**src/sh_consts.vh**
```
// constants for the secure messaging helper and read counter
// assumes byte addresses on a 32-bit axi4-lite register bus
`ifndef SH_CONSTS_VH
`define SH_CONSTS_VH

// ****************************************
// register byte offsets
// ****************************************
`define SH_A_OPT     8'h00
`define SH_A_STATE   8'h04
`define SH_A_HCMD    8'h08
`define SH_A_INCR    8'h0C
`define SH_A_CCTR    8'h10
`define SH_A_HSTAT   8'h14
`define SH_A_BPTR    8'h18
`define SH_A_BDATA   8'h1C
`define SH_A_RSEL    8'h20
`define SH_A_RVAL    8'h24
`define SH_A_RASC0   8'h28
`define SH_A_RASC1   8'h2C

// ****************************************
// fields and codes
// ****************************************
`define SH_OPT_HELPER_BIT 7
`define SH_ST_NONE   2'h0
`define SH_ST_ECC    2'h1
`define SH_MODE_INT  2'h1
`define SH_MODE_FULL 2'h3
`define SH_VAR_PROT  1'h0
`define SH_VAR_UNPR  1'h1
`define SH_MAX_LEN   9'h0FF
`define SH_CCTR_TOP  17'h0FFFF
`define SH_E_NONE    3'h0
`define SH_E_DIS     3'h1
`define SH_E_STATE   3'h2
`define SH_E_LEN     3'h3
`define SH_E_CTR     3'h4
`define SH_E_PARAM   3'h5
`define SH_E_MAC     3'h6
`define SH_K_OTHER   2'h0
`define SH_K_NATIVE  2'h1
`define SH_K_ISO     2'h2
`define SH_K_SETTING 2'h3
`define SH_RC_ZERO    24'h000000
`define SH_RC_NOLIMIT 24'h0FFFFF
`define SH_RESP_OK     2'h0
`define SH_RESP_SLVERR 2'h2

`endif

```
**src/sh_buf.v**
```verilog
// byte buffer holding helper payloads and results
// assumes one port owner per cycle, chosen by the caller
`timescale 1ns/1ns
module sh_buf #(
  parameter AW = 8,
  parameter DW = 8
) (
  input  wire          aclk,
  input  wire          we,
  input  wire [AW-1:0] addr,
  input  wire [DW-1:0] wdata,
  output reg  [DW-1:0] rdata
);

  // ****************************************
  // storage
  // ****************************************
  reg [DW-1:0] mem [0:(1<<AW)-1];  // payload bytes

  // read first (old data on a write), read data always registered
  always @(posedge aclk)
  begin
    if (we)
    begin
      mem[addr] <= wdata;
    end
    rdata <= mem[addr];
  end

endmodule

```
**src/sh_rdctr.v**
```verilog
// per-file dynamic read counters with re-arm and limit logic
// assumes one command event per cycle from the command decoder
`timescale 1ns/1ns
`include "sh_consts.vh"
module sh_rdctr #(
  parameter NFILES = 4,
  parameter FW     = 2
) (
  input  wire          aclk,
  input  wire          aresetn,
  input  wire          cmd_valid,
  input  wire [1:0]    cmd_kind,
  input  wire [FW-1:0] cmd_file,
  input  wire          cmd_cont,
  input  wire          cmd_sdm_en,
  input  wire          cmd_limit_en,
  input  wire [23:0]   cmd_limit,
  input  wire          authed,
  input  wire [FW-1:0] sel,
  output reg  [23:0]   sel_ctr,
  output reg           sel_en,
  output reg           rd_grant,
  output reg           rd_deny
);

  // ****************************************
  // state
  // ****************************************
  reg [23:0]   ctr_reg [0:NFILES-1];  // read counters
  reg          en_reg  [0:NFILES-1];  // dynamic messaging on
  reg [23:0]   lim_reg [0:NFILES-1];  // limit per file
  reg [1:0]    last_kind_reg;         // kind of last command
  reg [FW-1:0] last_file_reg;         // file of last read
  integer      i;

  wire first_rd = (last_kind_reg != cmd_kind) || (last_file_reg != cmd_file);
  wire counts   = !authed && en_reg[cmd_file] && first_rd;
  wire at_lim   = ctr_reg[cmd_file] == lim_reg[cmd_file];

  // command event handling
  always @(posedge aclk)
  begin
    if (!aresetn)
    begin
      for (i = 0; i < NFILES; i = i + 1)
      begin
        ctr_reg[i] <= `SH_RC_ZERO;
        en_reg[i]  <= 1'b0;
        lim_reg[i] <= `SH_RC_NOLIMIT;
      end
      last_kind_reg <= `SH_K_OTHER;
      last_file_reg <= {FW{1'b0}};
      sel_ctr       <= `SH_RC_ZERO;
      sel_en        <= 1'b0;
      rd_grant      <= 1'b0;
      rd_deny       <= 1'b0;
    end
    else
    begin
      rd_grant <= 1'b0;
      rd_deny  <= 1'b0;
      sel_ctr  <= ctr_reg[sel];
      sel_en   <= en_reg[sel];
      // later frames of a chain are not new commands
      if (cmd_valid && !cmd_cont)
      begin
        case (cmd_kind)
          `SH_K_NATIVE, `SH_K_ISO:
          begin
            // a change of read kind counts as a first read
            last_kind_reg <= cmd_kind;
            last_file_reg <= cmd_file;
            if (counts && at_lim)
            begin
              rd_deny       <= 1'b1;
              last_kind_reg <= `SH_K_OTHER;
            end
            else
            begin
              rd_grant <= 1'b1;
              // repeated reads keep the current value
              if (counts)
              begin
                ctr_reg[cmd_file] <= ctr_reg[cmd_file] + 24'h000001;
              end
            end
          end
          `SH_K_SETTING:
          begin
            en_reg[cmd_file]  <= cmd_sdm_en;
            lim_reg[cmd_file] <= cmd_limit_en ? cmd_limit : `SH_RC_NOLIMIT;
            if (cmd_sdm_en)
            begin
              ctr_reg[cmd_file] <= `SH_RC_ZERO;
            end
            last_kind_reg <= `SH_K_OTHER;
          end
          default:
          begin
            last_kind_reg <= `SH_K_OTHER;
          end
        endcase
      end
    end
  end

endmodule

```
**src/sh_core.v**
```verilog
// helper command sequencer and read counter register front end
// assumes an external mac/cipher engine and a command decoder
//
// How it works
// - plain protect adds increment to command counter
// - reject if counter would reach 0xFFFF
// - reject payloads longer than one short apdu
// - encryption starts at host-given offset
// - integrity protect returns only the mac
// - encrypted protect returns ciphertext plus mac
// - encrypted unprotect returns plaintext, no code
// - 24-bit read counter per file
// - enabling dynamic messaging clears the counter
// - binary lsb first, ascii msb first
// - first unauthenticated read increments by one
// - repeated reads keep the counter value
// - other commands or kind switch re-arm
// - no increment while authenticated
// - counter at limit denies first read
// - chained read counts as one command
// - mode code x0 plain, 01 mac, 11 full
// - helper only in ecc authenticated state
// - helper enabled by option bit 7
`timescale 1ns/1ns
`include "sh_consts.vh"
module sh_core #(
  parameter ADDR_W  = 8,
  parameter MAC_LEN = 9'h008,
  parameter NFILES  = 4,
  parameter FW      = 2
) (
  input  wire              aclk,
  input  wire              aresetn,
  input  wire [ADDR_W-1:0] s_axi_awaddr,
  input  wire              s_axi_awvalid,
  output wire              s_axi_awready,
  input  wire [31:0]       s_axi_wdata,
  input  wire [3:0]        s_axi_wstrb,
  input  wire              s_axi_wvalid,
  output wire              s_axi_wready,
  output reg  [1:0]        s_axi_bresp,
  output reg               s_axi_bvalid,
  input  wire              s_axi_bready,
  input  wire [ADDR_W-1:0] s_axi_araddr,
  input  wire              s_axi_arvalid,
  output wire              s_axi_arready,
  output reg  [31:0]       s_axi_rdata,
  output reg  [1:0]        s_axi_rresp,
  output reg               s_axi_rvalid,
  input  wire              s_axi_rready,
  output reg               eng_start,
  output reg               eng_unprotect,
  output reg               eng_mac_only,
  output reg  [7:0]        eng_first,
  output reg  [8:0]        eng_len,
  input  wire              eng_done,
  input  wire              eng_mac_ok,
  input  wire [8:0]        eng_out_len,
  input  wire              eng_we,
  input  wire [7:0]        eng_addr,
  input  wire [7:0]        eng_wdata,
  output wire [7:0]        eng_rdata,
  input  wire              cmd_valid,
  input  wire [1:0]        cmd_kind,
  input  wire [FW-1:0]     cmd_file,
  input  wire              cmd_cont,
  input  wire              cmd_sdm_en,
  input  wire              cmd_limit_en,
  input  wire [23:0]       cmd_limit,
  output wire              rd_grant,
  output wire              rd_deny
);

  // ****************************************
  // helpers
  // ****************************************
  // byte-lane merge of a register write
  function [31:0] wmerge;
    input [31:0] old;
    input [31:0] nw;
    input [3:0]  strb;
    integer      k;
    begin
      wmerge = old;
      for (k = 0; k < 4; k = k + 1)
      begin
        if (strb[k])
        begin
          wmerge[k*8 +: 8] = nw[k*8 +: 8];
        end
      end
    end
  endfunction

  // one hex digit to upper-case ascii
  function [7:0] hexc;
    input [3:0] n;
    begin
      hexc = (n < 4'hA) ? {4'h3, n} : (8'h37 + {4'h0, n});
    end
  endfunction

  // x0 is plain, so only bit 0 tells protection
  function is_plain;
    input [1:0] m;
    begin
      is_plain = !m[0];
    end
  endfunction

  // ****************************************
  // states and registers
  // ****************************************
  localparam S_IDLE = 1'b0;  // ready for a helper command
  localparam S_ENG  = 1'b1;  // engine owns the buffer

  reg        st_reg;         // helper sequencer state
  reg [7:0]  opt_reg;        // protocol option byte
  reg [1:0]  auth_reg;       // session state
  reg [15:0] incr_reg;       // counter increment amount
  reg [15:0] cctr_reg;       // command counter
  reg        done_reg;       // helper finished
  reg [2:0]  err_reg;        // helper error code
  reg [8:0]  olen_reg;       // result length in buffer
  reg [7:0]  ostart_reg;     // result start in buffer
  reg [1:0]  hmode_reg;      // mode of running command
  reg        hvar_reg;       // variant of running command
  reg [7:0]  bptr_reg;       // buffer pointer
  reg [FW-1:0] rsel_reg;     // counter file select
  reg        rwait_reg;      // read waits on buffer
  reg [7:0]  raddr_reg;      // latched read address

  // ****************************************
  // axi handshakes
  // ****************************************
  wire wr_fire = s_axi_awvalid && s_axi_wvalid && !s_axi_bvalid;
  wire rbusy   = rwait_reg || s_axi_rvalid;
  // writes win the buffer when both arrive together
  assign s_axi_awready = wr_fire;
  assign s_axi_wready  = wr_fire;
  assign s_axi_arready = !rbusy && !(s_axi_awvalid && s_axi_wvalid);
  wire rd_fire = s_axi_arvalid && s_axi_arready;

  wire [7:0]  wa = s_axi_awaddr[7:0];
  wire [7:0]  ra = s_axi_araddr[7:0];
  wire [31:0] wd = wmerge(32'h00000000, s_axi_wdata, s_axi_wstrb);
  // lane merges cut back to register width on purpose
  wire [31:0] opt_m  = wmerge({24'h000000, opt_reg}, s_axi_wdata, s_axi_wstrb);  // option byte merge
  wire [31:0] incr_m = wmerge({16'h0000, incr_reg}, s_axi_wdata, s_axi_wstrb);   // increment merge
  wire [31:0] cctr_m = wmerge({16'h0000, cctr_reg}, s_axi_wdata, s_axi_wstrb);   // counter merge
  wire eng_own   = (st_reg == S_ENG);

  // ****************************************
  // buffer port
  // ****************************************
  wire       buf_we = eng_own ? eng_we : (wr_fire && wa == `SH_A_BDATA);
  wire [7:0] buf_a  = eng_own ? eng_addr : bptr_reg;
  wire [7:0] buf_d  = eng_own ? eng_wdata : wd[7:0];

  sh_buf #(
    .AW (8),
    .DW (8)
  ) u_buf (
    .aclk  (aclk),
    .we    (buf_we),
    .addr  (buf_a),
    .wdata (buf_d),
    .rdata (eng_rdata)
  );

  // ****************************************
  // read counters
  // ****************************************
  wire [23:0] sel_ctr;  // selected counter value
  wire        sel_en;   // selected file enabled

  sh_rdctr #(
    .NFILES (NFILES),
    .FW     (FW)
  ) u_rdctr (
    .aclk         (aclk),
    .aresetn      (aresetn),
    .cmd_valid    (cmd_valid),
    .cmd_kind     (cmd_kind),
    .cmd_file     (cmd_file),
    .cmd_cont     (cmd_cont),
    .cmd_sdm_en   (cmd_sdm_en),
    .cmd_limit_en (cmd_limit_en),
    .cmd_limit    (cmd_limit),
    .authed       (auth_reg != `SH_ST_NONE),
    .sel          (rsel_reg),
    .sel_ctr      (sel_ctr),
    .sel_en       (sel_en),
    .rd_grant     (rd_grant),
    .rd_deny      (rd_deny)
  );

  // ****************************************
  // helper command checks
  // ****************************************
  wire [1:0]  h_mode = wd[1:0];     // requested mode
  wire        h_var  = wd[4];       // protect or unprotect
  wire [8:0]  h_len  = wd[16:8];    // input byte count
  wire [7:0]  h_off  = wd[31:24];   // first payload byte
  wire [16:0] h_sum  = {1'b0, cctr_reg} + {1'b0, incr_reg};
  reg  [2:0]  h_err;                // launch verdict

  // reject causes in priority order
  always @*
  begin
    h_err = `SH_E_NONE;
    if (!opt_reg[`SH_OPT_HELPER_BIT])
    begin
      h_err = `SH_E_DIS;
    end
    else if (auth_reg != `SH_ST_ECC)
    begin
      h_err = `SH_E_STATE;
    end
    else if (h_len > `SH_MAX_LEN)
    begin
      h_err = `SH_E_LEN;
    end
    else if (h_var == `SH_VAR_UNPR && is_plain(h_mode))
    begin
      h_err = `SH_E_PARAM;
    end
    else if (h_var == `SH_VAR_PROT && is_plain(h_mode) && h_sum >= `SH_CCTR_TOP)
    begin
      h_err = `SH_E_CTR;
    end
    else if (h_var == `SH_VAR_PROT && h_mode == `SH_MODE_FULL && {1'b0, h_off} > h_len)
    begin
      h_err = `SH_E_PARAM;
    end
    else if (h_var == `SH_VAR_UNPR && h_len < MAC_LEN + 9'h001)
    begin
      h_err = `SH_E_PARAM;
    end
  end

  // ****************************************
  // registers and helper sequencer
  // ****************************************
  always @(posedge aclk)
  begin
    if (!aresetn)
    begin
      st_reg        <= S_IDLE;
      opt_reg       <= 8'h00;
      auth_reg      <= `SH_ST_NONE;
      incr_reg      <= 16'h0000;
      cctr_reg      <= 16'h0000;
      done_reg      <= 1'b0;
      err_reg       <= `SH_E_NONE;
      olen_reg      <= 9'h000;
      ostart_reg    <= 8'h00;
      hmode_reg     <= 2'h0;
      hvar_reg      <= 1'b0;
      bptr_reg      <= 8'h00;
      rsel_reg      <= {FW{1'b0}};
      eng_start     <= 1'b0;
      eng_unprotect <= 1'b0;
      eng_mac_only  <= 1'b0;
      eng_first     <= 8'h00;
      eng_len       <= 9'h000;
      s_axi_bvalid  <= 1'b0;
      s_axi_bresp   <= `SH_RESP_OK;
    end
    else
    begin
      eng_start <= 1'b0;
      if (s_axi_bvalid && s_axi_bready)
      begin
        s_axi_bvalid <= 1'b0;
      end
      // buffer pointer steps on each data read unless the engine owns the buffer
      if (rd_fire && ra == `SH_A_BDATA && !eng_own)
      begin
        bptr_reg <= bptr_reg + 8'h01;
      end
      // engine completion closes the command
      if (st_reg == S_ENG && eng_done)
      begin
        st_reg   <= S_IDLE;
        done_reg <= 1'b1;
        if (hvar_reg == `SH_VAR_UNPR && !eng_mac_ok)
        begin
          err_reg  <= `SH_E_MAC;
          olen_reg <= 9'h000;
        end
        else if (hmode_reg == `SH_MODE_INT)
        begin
          // mac only out, or nothing back for unprotect
          olen_reg <= (hvar_reg == `SH_VAR_PROT) ? MAC_LEN : 9'h000;
        end
        else
        begin
          olen_reg <= eng_out_len;
        end
      end
      // register writes
      if (wr_fire)
      begin
        s_axi_bvalid <= 1'b1;
        s_axi_bresp  <= `SH_RESP_OK;
        case (wa)
          `SH_A_OPT:   opt_reg  <= opt_m[7:0];
          `SH_A_STATE: auth_reg <= wd[1:0];
          `SH_A_INCR:  incr_reg <= incr_m[15:0];
          `SH_A_CCTR:  cctr_reg <= cctr_m[15:0];
          `SH_A_BPTR:  bptr_reg <= wd[7:0];
          `SH_A_RSEL:  rsel_reg <= wd[FW-1:0];
          `SH_A_BDATA:
          begin
            if (eng_own)
            begin
              s_axi_bresp <= `SH_RESP_SLVERR;
            end
            else
            begin
              bptr_reg <= bptr_reg + 8'h01;
            end
          end
          `SH_A_HCMD:
          begin
            if (eng_own)
            begin
              s_axi_bresp <= `SH_RESP_SLVERR;
            end
            else
            begin
              hmode_reg <= h_mode;
              hvar_reg  <= h_var;
              err_reg   <= h_err;
              olen_reg  <= 9'h000;
              if (h_err != `SH_E_NONE)
              begin
                done_reg <= 1'b1;
              end
              else if (is_plain(h_mode))
              begin
                // counter only, no data exchanged
                cctr_reg <= h_sum[15:0];
                done_reg <= 1'b1;
              end
              else
              begin
                done_reg      <= 1'b0;
                st_reg        <= S_ENG;
                eng_start     <= 1'b1;
                eng_unprotect <= h_var;
                eng_mac_only  <= (h_mode == `SH_MODE_INT);
                if (h_var == `SH_VAR_PROT && h_mode == `SH_MODE_FULL)
                begin
                  // cipher from payload start, header never echoed
                  eng_first  <= h_off;
                  eng_len    <= h_len - {1'b0, h_off};
                  ostart_reg <= h_off;
                end
                else if (h_var == `SH_VAR_PROT)
                begin
                  eng_first  <= 8'h00;
                  eng_len    <= h_len;
                  ostart_reg <= 8'h00;
                end
                else
                begin
                  // skip return code byte, never echoed
                  eng_first  <= 8'h01;
                  eng_len    <= h_len - 9'h001;
                  ostart_reg <= 8'h01;
                end
              end
            end
          end
          default:
          begin
            s_axi_bresp <= `SH_RESP_SLVERR;
          end
        endcase
      end
    end
  end

  // ****************************************
  // read channel
  // ****************************************
  // two-cycle answer so buffer data is registered
  always @(posedge aclk)
  begin
    if (!aresetn)
    begin
      rwait_reg    <= 1'b0;
      raddr_reg    <= 8'h00;
      s_axi_rvalid <= 1'b0;
      s_axi_rdata  <= 32'h00000000;
      s_axi_rresp  <= `SH_RESP_OK;
    end
    else
    begin
      rwait_reg <= rd_fire;
      if (rd_fire)
      begin
        raddr_reg <= ra;
      end
      if (s_axi_rvalid && s_axi_rready)
      begin
        s_axi_rvalid <= 1'b0;
      end
      if (rwait_reg)
      begin
        s_axi_rvalid <= 1'b1;
        s_axi_rresp  <= `SH_RESP_OK;
        case (raddr_reg)
          `SH_A_OPT:   s_axi_rdata <= {24'h000000, opt_reg};
          `SH_A_STATE: s_axi_rdata <= {30'h00000000, auth_reg};
          `SH_A_INCR:  s_axi_rdata <= {16'h0000, incr_reg};
          `SH_A_CCTR:  s_axi_rdata <= {16'h0000, cctr_reg};
          `SH_A_HSTAT: s_axi_rdata <= {7'h00, olen_reg, ostart_reg, 1'b0, err_reg, 2'h0, done_reg, st_reg};
          `SH_A_BPTR:  s_axi_rdata <= {24'h000000, bptr_reg};
          `SH_A_RSEL:  s_axi_rdata <= {{(32-FW){1'b0}}, rsel_reg};
          // binary value, lowest byte in lane 0
          `SH_A_RVAL:  s_axi_rdata <= {7'h00, sel_en, sel_ctr};
          // ascii, most significant digit in lane 0
          `SH_A_RASC0: s_axi_rdata <= {hexc(sel_ctr[11:8]), hexc(sel_ctr[15:12]),
                                       hexc(sel_ctr[19:16]), hexc(sel_ctr[23:20])};
          `SH_A_RASC1: s_axi_rdata <= {16'h0000, hexc(sel_ctr[3:0]), hexc(sel_ctr[7:4])};
          `SH_A_BDATA:
          begin
            s_axi_rdata <= {24'h000000, eng_rdata};
            if (eng_own)
            begin
              s_axi_rresp <= `SH_RESP_SLVERR;
            end
          end
          default:
          begin
            s_axi_rdata <= 32'h00000000;
            s_axi_rresp <= `SH_RESP_SLVERR;
          end
        endcase
      end
    end
  end

endmodule

```
**config.mk**
```make
export PLATFORM = sky130hd
export DESIGN_NAME = sh_core
export DESIGN_NICKNAME = d
export VERILOG_FILES = /design/src/sh_buf.v /design/src/sh_rdctr.v /design/src/sh_core.v
export VERILOG_INCLUDE_DIRS = /design/src /design/src/src
export SDC_FILE = /design/constraint.sdc
export NUM_CORES = 2
export LEC_CHECK = 0
export BUFFER_PORTS_ARGS = -buffer_cell sky130_fd_sc_hd__buf_2
export CELL_PAD_IN_SITES_DETAIL_PLACEMENT = 1
export CELL_PAD_IN_SITES_GLOBAL_PLACEMENT = 1
export CORE_MARGIN = 5
export CORE_UTILIZATION = 40
export CTS_CLUSTER_DIAMETER = 100
export DETAILED_ROUTE_END_ITERATION = 10
export PLACE_DENSITY = 0.61
export SLEW_MARGIN = 10
export SYNTH_ARGS = -nofsm -noshare
export SYNTH_HDL_FRONTEND = slang
export SYNTH_HIERARCHICAL = 1
export SYNTH_SLANG_ARGS = --single-unit
```
**constraint.sdc**
```tcl
create_clock -name aclk -period 34.7 [get_ports aclk]
set_input_delay 0 -clock aclk [delete_from_list [all_inputs] [get_ports aclk]]
set_output_delay 0 -clock aclk [all_outputs]
set_load 0.005 [all_outputs]
```
**After elaboration in Yosys (flattened, before gate mapping)**

Memory sizes are Yosys's and may differ from the RTL's. A register that Yosys moved wholly into a read port is not among the register bits.
Index checks and enable logic that the tools add are counted.

- Output and inout bits: 71
- Memory bits (writable): 2244
- Register bits: 142
- Bits of input ports: 119
- Memories: 4
- Logic and storage cells: 254

- $lt $le $gt $ge: 10
- $add $sub $neg: 11
- Bitwise operators: 7
- Eq/ne operators: 33
- Mux-type cells: 100
- Reductions and logical operators: 59

Memory list:

| memory | depth | bits a word | rd ports | clocked after memory_dff | wr ports | RTL line | RTL |
|---|---|---|---|---|---|---|---|
| u_buf.mem | 256 | 8 | 1 | 1 | 1 | sh_buf.v:18 | `reg [DW-1:0] mem [0:(1<<AW)-1];` |
| u_rdctr.ctr_reg | 4 | 24 | 2 | 1 | 4 | sh_rdctr.v:29 | `reg [23:0] ctr_reg [0:NFILES-1];` |
| u_rdctr.lim_reg | 4 | 24 | 1 | 0 | 4 | sh_rdctr.v:31 | `reg [23:0] lim_reg [0:NFILES-1];` |
| u_rdctr.en_reg | 4 | 1 | 2 | 1 | 4 | sh_rdctr.v:30 | `reg en_reg [0:NFILES-1];` |

Operator list:

| operator | number |
|---|---|
| $pmux W31 S11 | 1 |
| $mux W24 | 4 |
| $mux W8 | 11 |
| $mux W9 | 8 |
| $eq A8 B5 Y1 const B | 8 |
| $mux W16 | 3 |
| $reduce_or A24 Y1 | 2 |
| $mux W1 | 44 |
| $add A6 B4 Y7 const A | 6 |
| $mux W7 | 6 |
| $eq A8 B6 Y1 const B | 5 |
| $mux W3 | 12 |
| $pmux W16 S2 | 1 |
| $add A24 B1 Y24 const B | 1 |
| $eq A24 B24 Y1 | 1 |
| $eq A8 B4 Y1 const B | 3 |
| $lt A4 B4 Y1 const B | 6 |
| $logic_and A1 B1 Y1 | 21 |
| $add A16 B16 Y17 | 1 |
| $ge A17 B16 Y1 const B | 1 |
| $eq A8 B3 Y1 const B | 2 |
| $logic_not A8 Y1 | 2 |
| $pmux W8 S2 | 1 |
| $reduce_and A3 Y1 | 5 |
| other kinds (28) | 65 |

**Longest topological paths before layout**

- Depth in word-level cells: 15
- Gate-level depth with buffers: 15
- Mapped depth without buffers: 12

**Hierarchy**

Netlist, hierarchy kept.

Modules (own cells, without submodules):

| module | seq. area each (um2) | cells each | instances | area an instance (um2) |
|---|---|---|---|---|
| sh_buf | 61659.1 | 3547 | 1 | 78492.8 |
| sh_rdctr | 6476.2 | 747 | 1 | 10631.4 |
| sh_core | 2662.6 | 1133 | 1 | 8565.7 |

**Least setup slack after synthesis**

No wires, ideal clock.

- Path kind: flip-flop to flip-flop
- Start: register st_reg (netlist: eng_own)
- End: memory u_buf.mem[0][6], data pin
- Data required time: 32.513 ns
- Buffers on the path: 3
- Arrival: 10.871 ns
- Setup time: 2.187 ns
- Setup slack: 21.642 ns
- Cell stages (with the launch flop): 5
- Clock period less this slack: 13.058 ns
- Cell sequence: dfxtp_1 clkbuf_1 clkbuf_1 clkbuf_1 o21ai_0

- Longest elaborated chain between the ends: 1

Ends and longest elaborated chain:

| element | RTL line | RTL |
|---|---|---|
| start, declared | sh_core.v:117 | `reg st_reg;` |
| start signal, assigned | sh_core.v:249 | `st_reg <= S_IDLE;` |
| start signal, assigned | sh_core.v:285 | `st_reg <= S_IDLE;` |
| start signal, assigned | sh_core.v:350 | `st_reg <= S_ENG;` |
| $mux W8 | sh_core.v:158 | `wire [7:0] buf_d = eng_own ? eng_wdata : wd[7:0];` |
| via buf_d[6] | sh_core.v:158 |  |
| end, declared | sh_buf.v:18 |  |

The timed path passes the listed nets, and every way through them passes these cells.

**Final worst setup path**

- Start: register bptr_reg[0]
- End: register u_buf.rdata[5] (read register of u_buf.mem)

- Longest elaborated chain between the ends: 1

Ends and longest elaborated chain:

| element | RTL line | RTL |
|---|---|---|
| start, declared | sh_core.v:128 | `reg [7:0] bptr_reg;` |
| start signal, assigned | sh_core.v:280 | `bptr_reg <= bptr_reg + 8'h01;` |
| start signal, assigned | sh_core.v:312 | `` `SH_A_BPTR: bptr_reg <= wd[7:0]; `` |
| start signal, assigned | sh_core.v:322 | `bptr_reg <= bptr_reg + 8'h01;` |
| $mux W8 | sh_core.v:157 | `wire [7:0] buf_a = eng_own ? eng_addr : bptr_reg;` |
| via buf_a[0] | sh_core.v:157 |  |
| end, declared | sh_buf.v:12 | `output reg [DW-1:0] rdata` |

The timed path passes the listed nets, and every way through them passes these cells.
A chain may end at the register's enable or synchronous reset.

==> results by group <==
Floorplanning
  • Core Area: roughly 240,000 µm²
  • Die width: ~500 µm
  • Die height: 504 µm
  • Initial Util: 0.402
  • Number of I/O pins: between 150 and 200
  • FP Rows: 181
  • Die area: between 200,000 and 300,000 µm²

Worst setup path
  • CP Data Required Time: about 35 ns
  • CP Capture Type: flop
  • CP arrival: around 7.3 ns
  • Critical path type: reg2reg
  • Crit path launch type: flop
  • Crit path max fanout: 94

Timing
  • Maximum clock frequency: ~150 MHz
  • Setup TNS: 0 ns
  • Setup ws final: 28.14 ns
  • Final Hold Slack: between 0.08 and 0.09 ns
  • Final period util: 0.189
  • Final Max Tran Viols: 0
  • Min Tclk post-route: roughly 6.6 ns
  • Setup Viol. Count Final: 0
  • Max-slew headroom: 0.144
  • Clk_skew: about 0.058 ns
  • Pin slew with the least headroom to its limit: ~1.3 ns
  • Unrepaired setup endpoints after global routing: false
  • Final Hold Fails: 0

Clocking
  • Reg clk slew, reported paths: about 0.06 ns
  • Max Root-Sink Buffers: 4
  • Root buf cell: clkbuf_16
  • CTS H-tree lvls: 5
  • Clk Latency, worst-skew pair: around 0.91 ns
  • CTS tree: built
  • Inserted Clock Buffers: 280
  • CTS Hold Bufs: between 200 and 250
  • Post-cts sizing count: 0
  • Clk sinks: 2,416
  • Setup Fix Bufs, Post-CTS: 0

Logic synthesis
  • Synth Area in XOR/XNOR: 0.00825
  • Mux contribution to synthesized area: 0.140
  • Number of synthesized flops with an enable pin: 2,241
  • Ys flop type: edfxtp_1
  • Synth warn: 6
  • Post-synth cell types: 80
  • Fraction of the mapped netlist area in adder cells: 0.00489
  • Largest family of logic cells by synthesized area: multiplexers
  • Syn_area_per_cell: about 18 µm²
  • Synthesized flop and latch total: 2,416
  • Post-synthesis sequential area ratio: 0.725
  • Mapped Cells: about 5,400
  • Synth Area in Compound Gates: 0.0533
  • Post-Synth Simple-Gate Area: 0.0496
  • Synthesized cell area: 97,700 µm²
  • Async set or reset register ratio after synthesis: 0

Route
  • First-pass iteration count of the detailed router: 8
  • Drt via density: ~5.8
  • Vias: between 50,000 and 60,000
  • Residual DRC: 0
  • Final antenna-violating net count: 0
  • Total Wirelength: 273 mm
  • DR WL/cell: around 30 µm
  • Number of DRC markers in iteration 0: around 5,100

Cells and area
  • Final Non-Filler Cells: between 9,000 and 10,000
  • Layout Nets: around 6,100
  • Largest register FFs: 2,048
  • Design area: roughly 110,000 µm²
  • Area growth, synth to finish: 16.0%
  • Share of layout cells above drive strength 1: 0.222

Pwr
  • LEAKAGE: roughly 0.035 µW
  • Internal power: about 4900 µW
  • Clock power share: 0.451
  • Max VDD drop: just under 60 µV
  • Sw frac: 0.203
  • Pwr dens: 54.1 nW/µm²
  • Logic pwr share: 0.027
  • Switch Pwr: ~1200 µW
  • Sequential share of power: 0.523

Status
  • Status: finished clean

Global routing
  • GRT Resource Usage Total: 0.211
  • First-pass GRT wire length: 398 mm
  • Pin count of the biggest net entering global routing: roughly 230
  • Number of global-route vias before repair: approximately 56,000
  • Initial antenna violation count: 12
  • GR Overflow Total: 0

Job
  • Max cap viols: 0

Place
  • Placed cell count: between 8,000 and 9,000
  • Placed cell areas: 102,000 µm²
  • Place WS: about 28 ns
  • DPL Wire Length: 163 mm
  • PortBufs: approximately 180
  • Placer Congestion: 0.810

Hold path
  • Worst min-delay path category: in2reg
==> Yosys cell counts, drive strengths merged, types with 44 or more instances <==
| master | count | area share |
|---|---|---|
| buf | 125 | 0.0081 |
| xor2 | 48 | 0.0043 |
| edfxtp | 2241 | 0.69 |
| clkbuf | 228 | 0.0088 |
| nor2 | 409 | 0.016 |
| or2 | 47 | 0.0030 |
| xnor2 | 44 | 0.0039 |
| dfxtp | 175 | 0.036 |
| a22oi | 270 | 0.021 |
| nor3 | 131 | 0.0069 |
| nand2 | 223 | 0.0086 |
| o21ai | 91 | 0.0047 |
| nand3 | 48 | 0.0025 |
| a21oi | 251 | 0.013 |
| inv | 58 | 0.0022 |
| mux4 | 585 | 0.13 |
==> cell type report <==
class / instances / area, µm²
antenna: 10 / 25.0
clock buffer: 353 / 7440
clock inverter: 119 / 1010
fill: 22900 / 130000
inverter: 58 / 218
multi-input combinational: 2602 / 25400
sequential: 2416 / 70800
tap: 3202 / 4010
timing repair buffer: 557 / 4460
==> placed cells by master (no fill, tap or decap), types with 17 or more instances in the layout <==
master         instances
or3_1                 29
bufinv_16             17
buf_2                178
o21ai_0               67
nor3_1               129
a21oi_1              251
nor2_1               407
nand4_1               26
clkinv_1              60
and2_1                38
edfxtp_1            2241
a211oi_1              23
dlygate4sd3_1        249
buf_4                122
clkbuf_1              62
clkbuf_16            284
nand2b_1              30
or2_2                 46
clkinv_2              31
mux2i_1               38
mux4_2               585
dfxtp_1              173
ha_1                  35
nand3_1               42
a22oi_1              270
nand2_1              222
xor2_1                48
xnor2_1               44
inv_1                 57
o41ai_1               25
==> logic make-up after synthesis <==
family	after synthesis
xor gates and xnor gates	92
DFF	2416
other	1
buffers and inverters	411
adders and majority gates	37
muxes	635
AOI/OAI and AO/OA	787
and+or+nand+nor	1048
==> worst max-delay path: stages (launching register included) <==
cell and delay [ns]:
dfxtp_1 0.50, mux2_8 0.62, buf_4 0.71, buf_12 0.55, buf_4 0.79, buf_4 0.67, mux4_2 0.61, a22oi_1 0.25
a21oi_1 0.21, o41ai_1 1.09, nand4_1 0.16
==> per-layer routing <==
layer,wire length (µm),up-vias,track usage
li1,-,22900,-
met1,118000,28900,0.298
met2,130000,1740,0.337
met3,15800,444,0.0333
met4,8820,2,0.0669
met5,13,-,0
==> power groups by stage <==
stage                     sequential, µW  clock (µW)  combinational (µW)
after detailed placement            3260           0                 145
final                               3200        2760                 164
after global placement              3260           0                 141
after floorplan                     3280           0                79.8
after CTS                           3200        2830                 164
after global routing                3200        2960                 176
==> per-stage QoR <==
stage | utilization | power (µW)
2_1_floorplan | - | 3360
4_1_cts | 0.466 | 6190
5_1_grt | 0.466 | 6330
3_5_place_dp | 0.421 | 3410
3_3_place_gp | 0.421 | 3400
6_report | 0.466 | 6130
==> final timing paths <==
path                      startpoint  slack, ns                          end  cells past startpoint
max           bptr_reg[0]$_SDFF_PN0_      28.14       u_buf/rdata[5]$_DFF_P_                     10
min reg2reg  eng_len[6]$_SDFFE_PN0P_       0.45      eng_len[6]$_SDFFE_PN0P_                      2
min                       cmd_sdm_en       0.09  u_rdctr/en_reg[3]$_DFFE_PP_                      4
max reg2reg   bptr_reg[0]$_SDFF_PN0_      28.14       u_buf/rdata[5]$_DFF_P_                     10
Note: power is estimated with default switching activity, not from simulation.
